$ cat src/burner_option_pkg.sv
package burner_option_pkg;

   // timing
   localparam longint CLK_HZ = 50_000_000;
   localparam longint DEBOUNCE_MS = 10;
   localparam longint DEBOUNCE_CYCLES = (CLK_HZ / 1000) * DEBOUNCE_MS;
   localparam longint DIM_TIME_S = 120;
   localparam longint DIM_CYCLES = CLK_HZ * DIM_TIME_S;
   localparam longint FLASH_HALF_MS = 500;
   localparam longint FLASH_HALF_CYCLES = (CLK_HZ / 1000) * FLASH_HALF_MS;

   // register map (byte addresses)
   localparam int ADDR_W = 8;
   localparam logic [7:0] REG_STATUS = 8'h00;
   localparam logic [7:0] REG_IRQ_STATUS = 8'h04;
   localparam logic [7:0] REG_IRQ_CLEAR = 8'h08;
   localparam logic [7:0] REG_IRQ_ENABLE = 8'h0C;
   localparam logic [7:0] REG_CONTROL = 8'h10;

   // interrupt status bits
   localparam int IRQ_W = 4;
   localparam int IRQ_PF = 0;
   localparam int IRQ_HT = 1;
   localparam int IRQ_SD = 2;
   localparam int IRQ_RUN = 3;
   localparam logic [IRQ_W-1:0] IRQ_ENABLE_RST = 4'h0;

   // control register
   localparam int CTRL_REMOTE_RUN = 0;
   localparam logic CTRL_REMOTE_RUN_RST = 1'b1;

   // status register fields
   localparam int ST_STATE_LSB = 0;
   localparam int ST_PERMIT = 6;
   localparam int ST_PILOT = 7;
   localparam int ST_DIM = 8;
   localparam int ST_SW_LSB = 9;

   // synchronised input vector layout
   localparam int IN_W = 18;
   localparam int IN_PF_LATCH = 0;
   localparam int IN_OVERTEMP_LATCH_SEL = 1;
   localparam int IN_SHUTDOWN_LATCH_SEL = 2;
   localparam int IN_PILOT_MODE = 3;
   localparam int IN_DIM_SEL = 4;
   localparam int IN_SEC_RANGE = 5;
   localparam int IN_SEC_EN = 6;
   localparam int IN_PRI_RANGE = 7;
   localparam int IN_LOCAL_ON = 8;
   localparam int IN_REMOTE_ON = 9;
   localparam int IN_SHUTDOWN = 10;
   localparam int IN_LEVEL_SD = 11;
   localparam int IN_POC = 12;
   localparam int IN_PRI_BELOW = 13;
   localparam int IN_PRI_OVER = 14;
   localparam int IN_SEC_OVER = 15;
   localparam int IN_KEYPAD = 16;
   localparam int IN_FLAME = 17;
   localparam int SW_W = 8;

   // switch defaults, starts off, shutdowns on: nothing runs before sampling
   localparam logic [IN_W-1:0] IN_RST = 18'h0_1C46;

   typedef enum logic [5:0] {
      ST_POWERUP = 6'b00_0001,
      ST_WAIT = 6'b00_0010,
      ST_RUN = 6'b00_0100,
      ST_PF_LATCH = 6'b00_1000,
      ST_OVERTEMP_LATCH_SEL = 6'b01_0000,
      ST_SHUTDOWN_LATCH_SEL = 6'b10_0000
   } ctrl_state_e;

endpackage

$ cat src/burner_option_switch_logic.sv
`timescale 1ns/1ps
// Functional notes
// - power-fail latch off: restart after power-up when clear.
// - power-fail latch on: hold until start toggles, flash code.
// - overtemp latch off: retry when selected sensor temperature falls.
// - overtemp latch on: hold until start toggles, flash code.
// - shutdown latch off: retry once both shutdowns clear.
// - shutdown latch on: hold until start toggles, flash code.
// - intermittent pilot: solenoid on while primary below setpoint.
// - continuous pilot: solenoid on throughout run.
// - power save off: never dim.
// - power save on: dim when idle, sensor LEDs off, flame LED kept.
// - keypad press restores brightness, restarts idle time.
// - secondary range switch: off wide, on narrow span.
// - secondary disabled: overtemp from primary only.
// - secondary enabled: overtemp from secondary.
// - primary range switch off: wide span.
// - primary range switch on: narrow span.
// - switch right reads on, left off.
module burner_option_switch_logic #(
   parameter longint DEBOUNCE_CYCLES = burner_option_pkg::DEBOUNCE_CYCLES,
   parameter longint DIM_CYCLES = burner_option_pkg::DIM_CYCLES,
   parameter longint FLASH_HALF_CYCLES = burner_option_pkg::FLASH_HALF_CYCLES
) (
   input wire logic clock,
   input wire logic rst,
   input wire logic clk_en,
   // option switches, high = slid right
   input wire logic power_fail_latch_sel,
   input wire logic overtemp_latch_sel,
   input wire logic shutdown_latch_sel,
   input wire logic pilot_continuous_sel,
   input wire logic display_dim_sel,
   input wire logic secondary_sensor_range_sel,
   input wire logic secondary_sensor_enable,
   input wire logic primary_sensor_range_sel,
   // start sources and plant inputs
   input wire logic local_on,
   input wire logic remote_on,
   input wire logic shutdown_active,
   input wire logic level_shutdown_active,
   input wire logic proof_of_closure_input,
   input wire logic primary_sensor_below_sp,
   input wire logic primary_sensor_over_sp,
   input wire logic secondary_sensor_over_sp,
   input wire logic keypad_press,
   input wire logic flame_present,
   // same-clock status
   input wire logic powerup_done,
   input wire logic other_fault,
   // register port
   input wire logic [burner_option_pkg::ADDR_W-1:0] reg_addr,
   input wire logic [31:0] reg_wdata,
   input wire logic reg_wr,
   input wire logic reg_rd,
   output logic [31:0] reg_rdata,
   output logic irq,
   // outputs
   output logic ignition_permit,
   output logic pilot_solenoid_en,
   output logic display_dim,
   output logic sensor_select_led_en,
   output logic ignition_led_on,
   output logic power_fail_flash_code,
   output logic overtemp_flash_code,
   output logic shutdown_flash_code,
   output logic primary_narrow_range,
   output logic secondary_narrow_range,
   output logic secondary_sensor_used
);

   localparam int DEB_W = $clog2(DEBOUNCE_CYCLES + 1);
   localparam int DIM_W = $clog2(DIM_CYCLES + 1);
   localparam int FL_W = $clog2(FLASH_HALF_CYCLES + 1);
   localparam int IN_W = burner_option_pkg::IN_W;

   initial begin
      if (DEBOUNCE_CYCLES < 1 || DIM_CYCLES < 1 || FLASH_HALF_CYCLES < 1) begin
         $error("count below one");
      end
   end

   function automatic logic at_limit(input logic [63:0] cnt, input longint lim);
      at_limit = (cnt >= 64'(lim - 1));
   endfunction

   function automatic logic reg_hit(input logic strobe,
                                    input logic [burner_option_pkg::ADDR_W-1:0] a,
                                    input logic [7:0] off);
      reg_hit = strobe && (a == off);
   endfunction

   ////////////////////////////////////////////////////////////////////////////
   // synchronise and debounce

   logic [IN_W-1:0] raw;
   logic [IN_W-1:0] meta_ff;
   logic [IN_W-1:0] sync_ff;
   logic [IN_W-1:0] sample_ff;
   logic [IN_W-1:0] stable_ff;
   logic [DEB_W-1:0] deb_cnt_ff;
   logic deb_tick;

   // pins are read as-is: right = 1 = on
   assign raw = {flame_present, keypad_press, secondary_sensor_over_sp,
                 primary_sensor_over_sp, primary_sensor_below_sp,
                 proof_of_closure_input, level_shutdown_active, shutdown_active,
                 remote_on, local_on, primary_sensor_range_sel,
                 secondary_sensor_enable, secondary_sensor_range_sel,
                 display_dim_sel, pilot_continuous_sel, shutdown_latch_sel,
                 overtemp_latch_sel, power_fail_latch_sel};

   always_ff @(posedge clock or posedge rst) begin
      if (rst) begin
         meta_ff <= burner_option_pkg::IN_RST;
         sync_ff <= burner_option_pkg::IN_RST;
      end else if (clk_en) begin
         meta_ff <= raw;
         sync_ff <= meta_ff;
      end
   end

   assign deb_tick = at_limit(64'(deb_cnt_ff), DEBOUNCE_CYCLES);

   always_ff @(posedge clock or posedge rst) begin
      if (rst) begin
         deb_cnt_ff <= '0;
      end else if (clk_en) begin
         deb_cnt_ff <= deb_tick ? '0 : deb_cnt_ff + DEB_W'(1);
      end
   end

   // level taken after two equal samples
   always_ff @(posedge clock or posedge rst) begin
      if (rst) begin
         sample_ff <= burner_option_pkg::IN_RST;
         stable_ff <= burner_option_pkg::IN_RST;
      end else if (clk_en && deb_tick) begin
         sample_ff <= sync_ff;
         for (int i = 0; i < IN_W; i++) begin
            if (sample_ff[i] == sync_ff[i]) begin
               stable_ff[i] <= sync_ff[i];
            end
         end
      end
   end

   ////////////////////////////////////////////////////////////////////////////
   // register file

   logic [burner_option_pkg::IRQ_W-1:0] irq_status_ff;
   logic [burner_option_pkg::IRQ_W-1:0] irq_enable_ff;
   logic [burner_option_pkg::IRQ_W-1:0] irq_event;
   logic remote_run_ff;
   logic [31:0] nxt_rdata;
   burner_option_pkg::ctrl_state_e state_ff;
   burner_option_pkg::ctrl_state_e nxt_state;

   always_ff @(posedge clock or posedge rst) begin
      if (rst) begin
         remote_run_ff <= burner_option_pkg::CTRL_REMOTE_RUN_RST;
         irq_enable_ff <= burner_option_pkg::IRQ_ENABLE_RST;
      end else if (clk_en) begin
         if (reg_hit(reg_wr, reg_addr, burner_option_pkg::REG_CONTROL)) begin
            remote_run_ff <= reg_wdata[burner_option_pkg::CTRL_REMOTE_RUN];
         end
         if (reg_hit(reg_wr, reg_addr, burner_option_pkg::REG_IRQ_ENABLE)) begin
            irq_enable_ff <= reg_wdata[burner_option_pkg::IRQ_W-1:0];
         end
      end
   end

   // event beats same-cycle clear
   always_ff @(posedge clock or posedge rst) begin
      if (rst) begin
         irq_status_ff <= '0;
      end else if (clk_en) begin
         if (reg_hit(reg_wr, reg_addr, burner_option_pkg::REG_IRQ_CLEAR)) begin
            irq_status_ff <= (irq_status_ff & ~reg_wdata[burner_option_pkg::IRQ_W-1:0])
                             | irq_event;
         end else begin
            irq_status_ff <= irq_status_ff | irq_event;
         end
      end
   end

   always_comb begin
      nxt_rdata = '0;
      unique case (reg_addr)
         burner_option_pkg::REG_STATUS: begin
            nxt_rdata[burner_option_pkg::ST_STATE_LSB +: 6] = state_ff;
            nxt_rdata[burner_option_pkg::ST_PERMIT] = ignition_permit;
            nxt_rdata[burner_option_pkg::ST_PILOT] = pilot_solenoid_en;
            nxt_rdata[burner_option_pkg::ST_DIM] = display_dim;
            nxt_rdata[burner_option_pkg::ST_SW_LSB +: burner_option_pkg::SW_W] =
               stable_ff[burner_option_pkg::SW_W-1:0];
         end
         burner_option_pkg::REG_IRQ_STATUS: nxt_rdata[burner_option_pkg::IRQ_W-1:0] = irq_status_ff;
         burner_option_pkg::REG_IRQ_ENABLE: nxt_rdata[burner_option_pkg::IRQ_W-1:0] = irq_enable_ff;
         burner_option_pkg::REG_CONTROL: nxt_rdata[burner_option_pkg::CTRL_REMOTE_RUN] = remote_run_ff;
         default: nxt_rdata = '0;
      endcase
   end

   always_ff @(posedge clock or posedge rst) begin
      if (rst) begin
         reg_rdata <= '0;
         irq <= 1'b0;
      end else if (clk_en) begin
         reg_rdata <= reg_rd ? nxt_rdata : '0;
         irq <= |(irq_status_ff & irq_enable_ff);
      end
   end

   ////////////////////////////////////////////////////////////////////////////
   // restart control

   logic sel_pf;
   logic sel_ht;
   logic sel_sd;
   logic start_on;
   logic overtemp;
   logic sd_any;
   logic all_clear;
   logic saw_off_ff;

   assign sel_pf = stable_ff[burner_option_pkg::IN_PF_LATCH];
   assign sel_ht = stable_ff[burner_option_pkg::IN_OVERTEMP_LATCH_SEL];
   assign sel_sd = stable_ff[burner_option_pkg::IN_SHUTDOWN_LATCH_SEL];
   // any start source off counts as off
   assign start_on = stable_ff[burner_option_pkg::IN_LOCAL_ON]
                     && stable_ff[burner_option_pkg::IN_REMOTE_ON] && remote_run_ff;
   assign overtemp = stable_ff[burner_option_pkg::IN_SEC_EN]
                     ? stable_ff[burner_option_pkg::IN_SEC_OVER]
                     : stable_ff[burner_option_pkg::IN_PRI_OVER];
   assign sd_any = stable_ff[burner_option_pkg::IN_SHUTDOWN]
                   || stable_ff[burner_option_pkg::IN_LEVEL_SD];
   assign all_clear = !sd_any && !overtemp && stable_ff[burner_option_pkg::IN_POC]
                      && start_on && !other_fault;

   // release needs off, then on
   always_ff @(posedge clock or posedge rst) begin
      if (rst) begin
         saw_off_ff <= 1'b0;
      end else if (clk_en) begin
         if (state_ff inside {burner_option_pkg::ST_PF_LATCH, burner_option_pkg::ST_OVERTEMP_LATCH_SEL,
                              burner_option_pkg::ST_SHUTDOWN_LATCH_SEL}) begin
            if (!start_on) begin
               saw_off_ff <= 1'b1;
            end
         end else begin
            saw_off_ff <= 1'b0;
         end
      end
   end

   always_comb begin
      nxt_state = state_ff;
      unique case (state_ff)
         burner_option_pkg::ST_POWERUP: begin
            if (powerup_done) begin
               nxt_state = sel_pf ? burner_option_pkg::ST_PF_LATCH
                                  : burner_option_pkg::ST_WAIT;
            end
         end
         burner_option_pkg::ST_WAIT, burner_option_pkg::ST_RUN: begin
            if (overtemp && sel_ht) begin
               nxt_state = burner_option_pkg::ST_OVERTEMP_LATCH_SEL;
            end else if (sd_any && sel_sd) begin
               nxt_state = burner_option_pkg::ST_SHUTDOWN_LATCH_SEL;
            end else if (all_clear) begin
               nxt_state = burner_option_pkg::ST_RUN;
            end else begin
               nxt_state = burner_option_pkg::ST_WAIT;
            end
         end
         burner_option_pkg::ST_PF_LATCH, burner_option_pkg::ST_OVERTEMP_LATCH_SEL,
         burner_option_pkg::ST_SHUTDOWN_LATCH_SEL: begin
            if (saw_off_ff && start_on) begin
               nxt_state = burner_option_pkg::ST_WAIT;
            end
         end
         default: nxt_state = burner_option_pkg::ST_POWERUP;
      endcase
   end

   always_ff @(posedge clock or posedge rst) begin
      if (rst) begin
         state_ff <= burner_option_pkg::ST_POWERUP;
      end else if (clk_en) begin
         state_ff <= nxt_state;
      end
   end

   always_comb begin
      irq_event = '0;
      if (nxt_state != state_ff) begin
         irq_event[burner_option_pkg::IRQ_PF] = (nxt_state == burner_option_pkg::ST_PF_LATCH);
         irq_event[burner_option_pkg::IRQ_HT] = (nxt_state == burner_option_pkg::ST_OVERTEMP_LATCH_SEL);
         irq_event[burner_option_pkg::IRQ_SD] = (nxt_state == burner_option_pkg::ST_SHUTDOWN_LATCH_SEL);
         irq_event[burner_option_pkg::IRQ_RUN] = (nxt_state == burner_option_pkg::ST_RUN);
      end
      irq_event = clk_en ? irq_event : '0;
   end

   ////////////////////////////////////////////////////////////////////////////
   // pilot and range outputs

   always_ff @(posedge clock or posedge rst) begin
      if (rst) begin
         ignition_permit <= 1'b0;
         pilot_solenoid_en <= 1'b0;
      end else if (clk_en) begin
         ignition_permit <= (nxt_state == burner_option_pkg::ST_RUN);
         if (stable_ff[burner_option_pkg::IN_PILOT_MODE]) begin
            pilot_solenoid_en <= (nxt_state == burner_option_pkg::ST_RUN);
         end else begin
            pilot_solenoid_en <= (nxt_state == burner_option_pkg::ST_RUN)
                                 && stable_ff[burner_option_pkg::IN_PRI_BELOW];
         end
      end
   end

   always_ff @(posedge clock or posedge rst) begin
      if (rst) begin
         primary_narrow_range <= 1'b0;
         secondary_narrow_range <= 1'b0;
         secondary_sensor_used <= 1'b1;
      end else if (clk_en) begin
         primary_narrow_range <= stable_ff[burner_option_pkg::IN_PRI_RANGE];
         secondary_narrow_range <= stable_ff[burner_option_pkg::IN_SEC_RANGE];
         secondary_sensor_used <= stable_ff[burner_option_pkg::IN_SEC_EN];
      end
   end

   ////////////////////////////////////////////////////////////////////////////
   // flash codes

   logic [FL_W-1:0] flash_cnt_ff;
   logic blink_ff;

   always_ff @(posedge clock or posedge rst) begin
      if (rst) begin
         flash_cnt_ff <= '0;
         blink_ff <= 1'b0;
      end else if (clk_en) begin
         if (at_limit(64'(flash_cnt_ff), FLASH_HALF_CYCLES)) begin
            flash_cnt_ff <= '0;
            blink_ff <= !blink_ff;
         end else begin
            flash_cnt_ff <= flash_cnt_ff + FL_W'(1);
         end
      end
   end

   always_ff @(posedge clock or posedge rst) begin
      if (rst) begin
         power_fail_flash_code <= 1'b0;
         overtemp_flash_code <= 1'b0;
         shutdown_flash_code <= 1'b0;
      end else if (clk_en) begin
         power_fail_flash_code <= blink_ff && (state_ff == burner_option_pkg::ST_PF_LATCH);
         overtemp_flash_code <= blink_ff && (state_ff == burner_option_pkg::ST_OVERTEMP_LATCH_SEL);
         shutdown_flash_code <= blink_ff && (state_ff == burner_option_pkg::ST_SHUTDOWN_LATCH_SEL);
      end
   end

   ////////////////////////////////////////////////////////////////////////////
   // display power save

   logic [DIM_W-1:0] idle_cnt_ff;
   logic key_prev_ff;
   logic key_rise;
   logic idle_done;

   assign key_rise = stable_ff[burner_option_pkg::IN_KEYPAD] && !key_prev_ff;
   assign idle_done = at_limit(64'(idle_cnt_ff), DIM_CYCLES);

   // saturates: long idle never wraps to bright
   always_ff @(posedge clock or posedge rst) begin
      if (rst) begin
         key_prev_ff <= 1'b0;
         idle_cnt_ff <= '0;
      end else if (clk_en) begin
         key_prev_ff <= stable_ff[burner_option_pkg::IN_KEYPAD];
         if (key_rise) begin
            idle_cnt_ff <= '0;
         end else if (!idle_done) begin
            idle_cnt_ff <= idle_cnt_ff + DIM_W'(1);
         end
      end
   end

   always_ff @(posedge clock or posedge rst) begin
      if (rst) begin
         display_dim <= 1'b0;
         sensor_select_led_en <= 1'b1;
         ignition_led_on <= 1'b0;
      end else if (clk_en) begin
         // switch off: never dims
         display_dim <= stable_ff[burner_option_pkg::IN_DIM_SEL] && idle_done
                        && !key_rise;
         sensor_select_led_en <= !(stable_ff[burner_option_pkg::IN_DIM_SEL] && idle_done
                                   && !key_rise);
         ignition_led_on <= stable_ff[burner_option_pkg::IN_FLAME];
      end
   end

endmodule

$ cat config.mk
export PLATFORM = sky130hd
export DESIGN_NAME = burner_option_switch_logic
export DESIGN_NICKNAME = d
export VERILOG_FILES = /design/src/burner_option_pkg.sv /design/src/burner_option_switch_logic.sv
export SDC_FILE = /design/constraint.sdc
export NUM_CORES = 1
export LEC_CHECK = 0
export ABC_AREA = 1
export BUFFER_PORTS_ARGS = -buffer_cell sky130_fd_sc_hd__buf_2
export CAP_MARGIN = 30
export CORE_MARGIN = 3
export CORE_UTILIZATION = 50
export CTS_CLUSTER_DIAMETER = 100
export DETAILED_ROUTE_END_ITERATION = 7
export GPL_ROUTABILITY_DRIVEN = 0
export PLACE_DENSITY_LB_ADDON = 0.25
export SYNTH_ARGS = -nofsm -noshare
export SYNTH_HDL_FRONTEND = slang
export SYNTH_SLANG_ARGS = --single-unit
$ cat constraint.sdc
create_clock -name clock -period 7.8 [get_ports clock]
set_clock_uncertainty 0.15 [all_clocks]
set_input_delay 0.39 -clock clock [delete_from_list [all_inputs] [get_ports clock]]
set_output_delay 0.39 -clock clock [all_outputs]
set_load 0.02 [all_outputs]
==> flow_summary.ini, run 1 <==
[final_layout]
fin_cells = 1748
fin_nets = 1533
postLayoutCellArea_um2 = 11740
drive_gt1_frac = 0.1143
n_antenna_cell = 0
syn2layout_area_growth_pct = 10.96

[detailed_routing]
num_vias = 8737
via_per_inst = 4.998
initialDrtViolationCount = 663
totalWireLength_um = 23060
ant_nets = 0
wl_per_cell_um = 13.19
dr.pass1.iters = 5
drc = 0

[die]
dieArea_um2 = 22940
core_um2 = 20490
die_x_um = 151.5
start_util = 0.5162
num_rows = 52
fp.dieH_um = 151.5
io_pins = 109

[global_route]
overflow = 0
grt_use_total = 0.2100
antenna_found_initial = 0
grt_max_degree = 118
first_global_vias = 8414
grt_pass1_wl_um = 39590

[placement]
dp_cells = 1702
dpl_cell_area_um2 = 11020
port_buffers = 65
dpl.hpwl_um = 15560

[critical_path]
required_ps = 7970
critPathMaxFanout = 39
endpoint_kind = flip-flop
crit_type = flip-flop to flip-flop
cp-start-kind = flip-flop
worstPathArrival_ps = 3430

[clocking]
cts_tree = built
cts_buffer_depth = 2
cts.sinks = 196
cts_setup_buffers = 0
ctsResizeCount = 0
cts_made_buffers = 17
clockRootBuffer = clkbuf_16
h-tree-depth = 4
clk_pin_slew_ps = 70
clock_latency_ps = 440

[power]
power_switching_share = 0.2981
power-per-cell-area_nw_per_um2 = 197.5
comb_power_share = 0.115
internal-power_mw = 1.627
ir_drop_v = 0.0001626
seq_power_share = 0.509
p_switching_mw = 0.6909
p_clk_frac = 0.376
power_mw = 2.318
leakagePower_nw = 5.801

[yosys]
yosys_warnings = 0
ys.flop_type = dfrtp_1
synth_edf_count = 0
syn-instance-count = 1408
postSynthRegisterBits = 196
syn-cell-area_um2 = 10580
syn_avg_cell_area_um2 = 7.513
synth.distinct_cells = 46
yosysSeqAreaShare = 0.4669
async_flop_share = 1.000

[sta]
timing.final.crit_share = 0.4181
max_slew_margin = 0.4334
finalHoldViolCount = 30
max_freq_ghz = 0.3067
worst_slew_pin_slew_ps = 847.0
hold_ws_ps = -42.01
setup_viol = 0
fin_tns_setup_ps = 0
min_period_ps = 3261
rsz0062_at_grt = false
slew_viol_final = 0

[status]
status = complete, but fails checks
violations = hold timing

[min_path]
min_path_type = primary input to asynchronous set/reset pin

[flow_run]
max-cap-violations = 0
[through the flow]
step           setup slack [ps]    util
2_1_floorplan              1966       -
3_3_place_gp               4541  0.5361
3_5_place_dp               4533  0.5375
4_1_cts                    4511  0.5728
5_1_grt                    4201  0.5728
6_report                   4539  0.5728
[timing repair]
action                                  4_1_cts  5_1_grt
endpoints found under the setup margin        0        0
hold buffers                                 14        0
hold endpoints to repair                     14        0
[synth_stat cells (7+ instances only)]
| master | instances | share of area |
|---|---|---|
| a21oi_1 | 11 | 0.0052 |
| buf_1 | 7 | 0.0025 |
| buf_2 | 14 | 0.0066 |
| buf_4 | 16 | 0.011 |
| clkbuf_1 | 17 | 0.0060 |
| dfrtp_1 | 168 | 0.40 |
| dfstp_2 | 28 | 0.070 |
| inv_1 | 127 | 0.045 |
| inv_2 | 7 | 0.0025 |
| nand2_1 | 458 | 0.16 |
| nand3_1 | 109 | 0.052 |
| nand4_1 | 32 | 0.019 |
| nor2_1 | 184 | 0.065 |
| nor3_1 | 25 | 0.012 |
| o21ai_0 | 70 | 0.033 |
| o21ai_2 | 10 | 0.0083 |
| xnor2_1 | 21 | 0.017 |
| xor2_1 | 44 | 0.036 |
[registers in the layout, indices dropped and copies added (netlist names), 4 cells and up]
signal,cells
state_ff,6
sync_ff,18
meta_ff,18
sample_ff,18
reg_rdata,17
deb_cnt_ff,19
idle_cnt_ff,33
irq_enable_ff,4
flash_cnt_ff,25
irq_status_ff,4
stable_ff,18
[worst paths after layout]
kind / to / depth (start not counted) / slack [ps] / from
setup / recovery: stable_ff[13]$_DFFE_PP0P_ / 11 / 4540 / deb_cnt_ff[9]$_DFFE_PP0P_
hold reg to reg: meta_ff[12]$_DFFE_PP1P_ / 2 / 310 / meta_ff[12]$_DFFE_PP1P_
max in group asynchronous: sample_ff[10]$_DFFE_PP1P_ / 4 / 6460 / rst
min in group clock: meta_ff[16]$_DFFE_PP0P_ / 3 / 20 / keypad_press
hold / removal: flash_cnt_ff[16]$_DFFE_PP0P_ / 2 / -40 / rst
setup reg to reg: stable_ff[13]$_DFFE_PP0P_ / 11 / 4540 / deb_cnt_ff[9]$_DFFE_PP0P_
[logic make-up (layout without fill, tap and decap cells)]
family | Yosys count | after routing | synth area share
adder cells (fa/ha/maj) | 3 | 3 | 0.003549
buffers and inverters | 195 | 251 | 0.08125
XOR/XNOR | 65 | 65 | 0.05381
flip-flops | 196 | 196 | 0.4669
AO/OA/AOI/OAI | 111 | 111 | 0.06032
AND/OR/NAND/NOR | 836 | 836 | 0.3327
multiplexers | 1 | 1 | 0.001064
other | 1 | 15 | 0.0003545
[cell type report]
| cell class | count | area [um^2] |
|---|---|---|
| timing repair buffer | 85 | 533.0 |
| tap | 270 | 337.8 |
| clock buffer | 18 | 429.2 |
| multi-input combinational | 1031 | 4835 |
| inverter | 134 | 510.5 |
| clock inverter | 14 | 153.9 |
| sequential | 196 | 4940 |
| fill | 1929 | 8756 |
[metal layers]
metal	vias to the layer above	wire length, um	GRT usage
li1	4521	-	-
met5	-	0	0
met4	0	302	0.04216
met3	20	660	0.03778
met1	4069	10960	0.2874
met2	127	11130	0.3530
[cell usage in the layout (no fill, tap or decap), types with 4 or more instances in the layout]
| cell type | synthesis | routed |
|---|---|---|
| conb_1 | 1 | 15 |
| nand3b_1 | 4 | 4 |
| inv_2 | 7 | 7 |
| dlygate4sd3_1 | 0 | 14 |
| nand4_1 | 32 | 32 |
| xor2_1 | 44 | 44 |
| inv_8 | 0 | 5 |
| clkbuf_16 | 0 | 17 |
| buf_2 | 14 | 64 |
| buf_4 | 16 | 6 |
| nor2_1 | 184 | 183 |
| o21ai_0 | 70 | 70 |
| nor3_1 | 25 | 25 |
| nand2_2 | 5 | 5 |
| dfstp_2 | 28 | 28 |
| o21ai_2 | 10 | 10 |
| inv_1 | 127 | 126 |
| nand3_1 | 109 | 109 |
| a21oi_1 | 11 | 11 |
| dfrtp_1 | 168 | 168 |
| nand2_1 | 458 | 458 |
| xnor2_1 | 21 | 21 |
| or2_2 | 4 | 4 |
[power groups by stage]
stage / combinational [mW] / clock (mW) / sequential [mW]
final: 0.267 / 0.872 / 1.18
after detailed placement: 0.263 / 0 / 1.20
after global routing: 0.312 / 0.936 / 1.19
after floorplan: 0.223 / 0 / 1.17
after CTS: 0.269 / 0.888 / 1.18
after global placement: 0.253 / 0 / 1.19
[worst max-delay path, stage by stage (launching register included)]
cell and delay (ps):
dfrtp_1 430, nor2_1 150, nand2_1 60, o21bai_1 150, nand2_1 70, nand2_1 50
inv_2 40, nand3_2 550, nand2_2 930, inv_2 340, nand2_1 140, nand2_1 60
Power figures use the tool's default switching activity.
==> inputs of run 2 (changes only) <==
Clock period 7.8 ns to 3.25 ns, I/O delays scaled along.
==> run 2 against run 1 <==
The flow now finishes without violations; total power is 140% higher; clock power is 150% higher; via count is 2.3% higher; non-clock buffer count is 23 higher; die area stayed put; first-iteration DRC count is 20% lower; global-route usage is 0.13 points lower; cell count is 1.3% higher; design area is 2.1% higher; combinational power is 150% higher; sequential power is 140% higher; critical path type unchanged; highest routed layer unchanged.
==> flow_summary.ini, run 2 (synthesized netlist as in run 1, its figures left out) <==
[status]
status = finished, final reports clean

[clocking]
clk_pin_slew_ps = 80
cts.sinks = 196
clock_latency_ps = 440
cts_made_buffers = 17
h-tree-depth = 4
cts_tree = built
cts_buffer_depth = 2
ctsResizeCount = 0
clockRootBuffer = clkbuf_16

[min_path]
hold_start = reg_addr[0]
min_path_type = primary input to flip-flop

[die]
num_rows = 52
die_x_um = 151.5
dieArea_um2 = 22940
fp.dieH_um = 151.5
io_pins = 109
start_util = 0.5162
core_um2 = 20490

[detailed_routing]
ant_nets = 0
via_per_inst = 5.045
totalWireLength_um = 23110
drc = 0
dr.pass1.iters = 5
wl_per_cell_um = 13.05
initialDrtViolationCount = 533
num_vias = 8935

[final_layout]
final_common_cell = nand2_1
final_cell_mix = nand2_1, nor2_1, dfrtp_1
final_util = 0.5847
reg_top3 = idle_cnt_ff: 33 flops, flash_cnt_ff: 25 flops, deb_cnt_ff: 19 flops
top_register = idle_cnt_ff
fin_cells = 1771
multiInputGateArea_um2 = 4835
drive_gt1_frac = 0.1173
largest_reg_flops = 33
syn2layout_area_growth_pct = 13.28
nFillCells = 1872
n_antenna_cell = 0
ff_latch_area_um2 = 4940
fin_nets = 1556

[critical_path]
cp_cell_sequence = ha_1 -> nand2_2 -> nor2_4 -> nand2_4 -> nor2_8 -> nand3_2 -> nand2_1 -> inv_2 -> nand2_2 -> nand2_4 -> nand2_8 -> nand2_1 -> nand2_1
cp_top_family = simple AND/OR/NAND/NOR gates
critPathMaxFanout = 36
regToRegSetupSlack_ps = 850
cp-start-kind = flip-flop
rr_startpoint = idle_cnt_ff[0]$_DFFE_PP0P_
worstPathArrival_ps = 2620
crit_type = flip-flop to flip-flop
required_ps = 3470
crit_start = idle_cnt_ff[0]$_DFFE_PP0P_
endpoint_kind = flip-flop
worst-r2r-cell-count = 13
r2r-end = idle_cnt_ff[22]$_DFFE_PP0P_
critPathMostFrequentCell = nand2_1
critical_path_depth = 13
critPathMaxStageDelay_ps = 440
cp.buffers_inverters = 1
cp_slowest_cell = dfrtp_1
worstSetupEndpoint = idle_cnt_ff[22]$_DFFE_PP0P_

[sta]
min_period_ps = 2404
worst_slack_ps = 846.0
max_slew_margin = 0.4175
timing.final.crit_share = 0.7397
rsz0062_at_grt = false
slew_viol_final = 0
setup_viol = 0
finalHoldViolCount = 0
worst_slew_pin_slew_ps = 872.0
fin_tns_setup_ps = 0
max_freq_ghz = 0.4160

[power]
p_switching_mw = 1.695
internal-power_mw = 3.935
power_mw = 5.630
leakagePower_nw = 5.894
comb_power_share = 0.117
p_clk_frac = 0.381
power_switching_share = 0.3011
seq_power_share = 0.503
ir_drop_v = 0.0003168
power-per-cell-area_nw_per_um2 = 469.8

[global_route]
antenna_found_initial = 0
first_global_vias = 8432
overflow = 0
grt_pass1_wl_um = 39160
grt_use_total = 0.2087
grt_max_degree = 70

[placement]
dpl_worst_slack_ps = 883.4
port_buffers = 65
dp_cells = 1708
dpl.hpwl_um = 15800

[flow_run]
max-cap-violations = 0
[run 2: changes by cell type in the layout (fill, tap and decap cells not counted), sizes merged]
cell	before	now
buf	71	77
clkbuf	18	17
clkinv	6	8
clkinvlp	1	3
dlygate4sd3	14	31
inv	141	138
[run 2: worst min path at each step]
stage          cells after the start                            to  slack, ps
3_5_place_dp                       3       meta_ff[10]$_DFFE_PP1P_        220
5_1_grt                            5  irq_status_ff[2]$_DFFE_PP0P_         50
6_report                           5  irq_status_ff[2]$_DFFE_PP0P_         50
2_1_floorplan                      2       meta_ff[10]$_DFFE_PP1P_        110
4_1_cts                            5  irq_status_ff[2]$_DFFE_PP0P_         20
3_3_place_gp                       3        meta_ff[9]$_DFFE_PP0P_        210
[run 2: power groups by stage]
| stage | Clock [mW] | Sequential, mW | Combinational, mW |
|---|---|---|---|
| 6_report | 2.14 | 2.83 | 0.657 |
| 5_1_grt | 2.29 | 2.86 | 0.764 |
| 4_1_cts | 2.19 | 2.83 | 0.666 |
| 3_5_place_dp | 0 | 2.87 | 0.635 |
| 3_3_place_gp | 0 | 2.86 | 0.617 |
| 2_1_floorplan | 0 | 2.82 | 0.535 |
[run 2: layout make-up]
class | instances | area share
clock inverters | 15 | 0.01556
well taps | 270 | 0.02819
multi-input cells | 1031 | 0.4034
inverters | 134 | 0.04228
flip-flops and latches | 196 | 0.4122
repair buffers | 108 | 0.06285
clock buffers | 17 | 0.03550
[run 2: repair_timing]
action,CTS,global route
buffers inserted,0,0
hold buffers,31,0
endpoints found under the hold margin,68,0
[run 2: metrics by stage]
| step | hold WS (ps) | cell area (um^2) |
|---|---|---|
| after global placement | 215.0 | 11060 |
| after CTS | 17.53 | 11980 |
| after global routing | 49.30 | 11980 |
| after floorplan | 108.7 | 10640 |
| final | 46.12 | 11980 |
| after detailed placement | 217.0 | 11060 |
[run 2: layer usage]
metal  up-vias  global-route usage  share of wire  wire length, um
met4         0             0.07253          0.023              520
li1       4572                   -              -                -
met5         -                   0              0                0
met3        41             0.03659          0.030              693
met1      4181              0.2739           0.46            10660
met2       141              0.3499           0.49            11240
[run 2: worst register-to-register path, cell delays in order, from the launching register on]
cell and delay (ps):
dfrtp_1 440, ha_1 270, nand2_2 100, nor2_4 170
nand2_4 110, nor2_8 120, nand3_2 80, nand2_1 70
inv_2 40, nand2_2 70, nand2_4 250, nand2_8 320
nand2_1 100, nand2_1 70
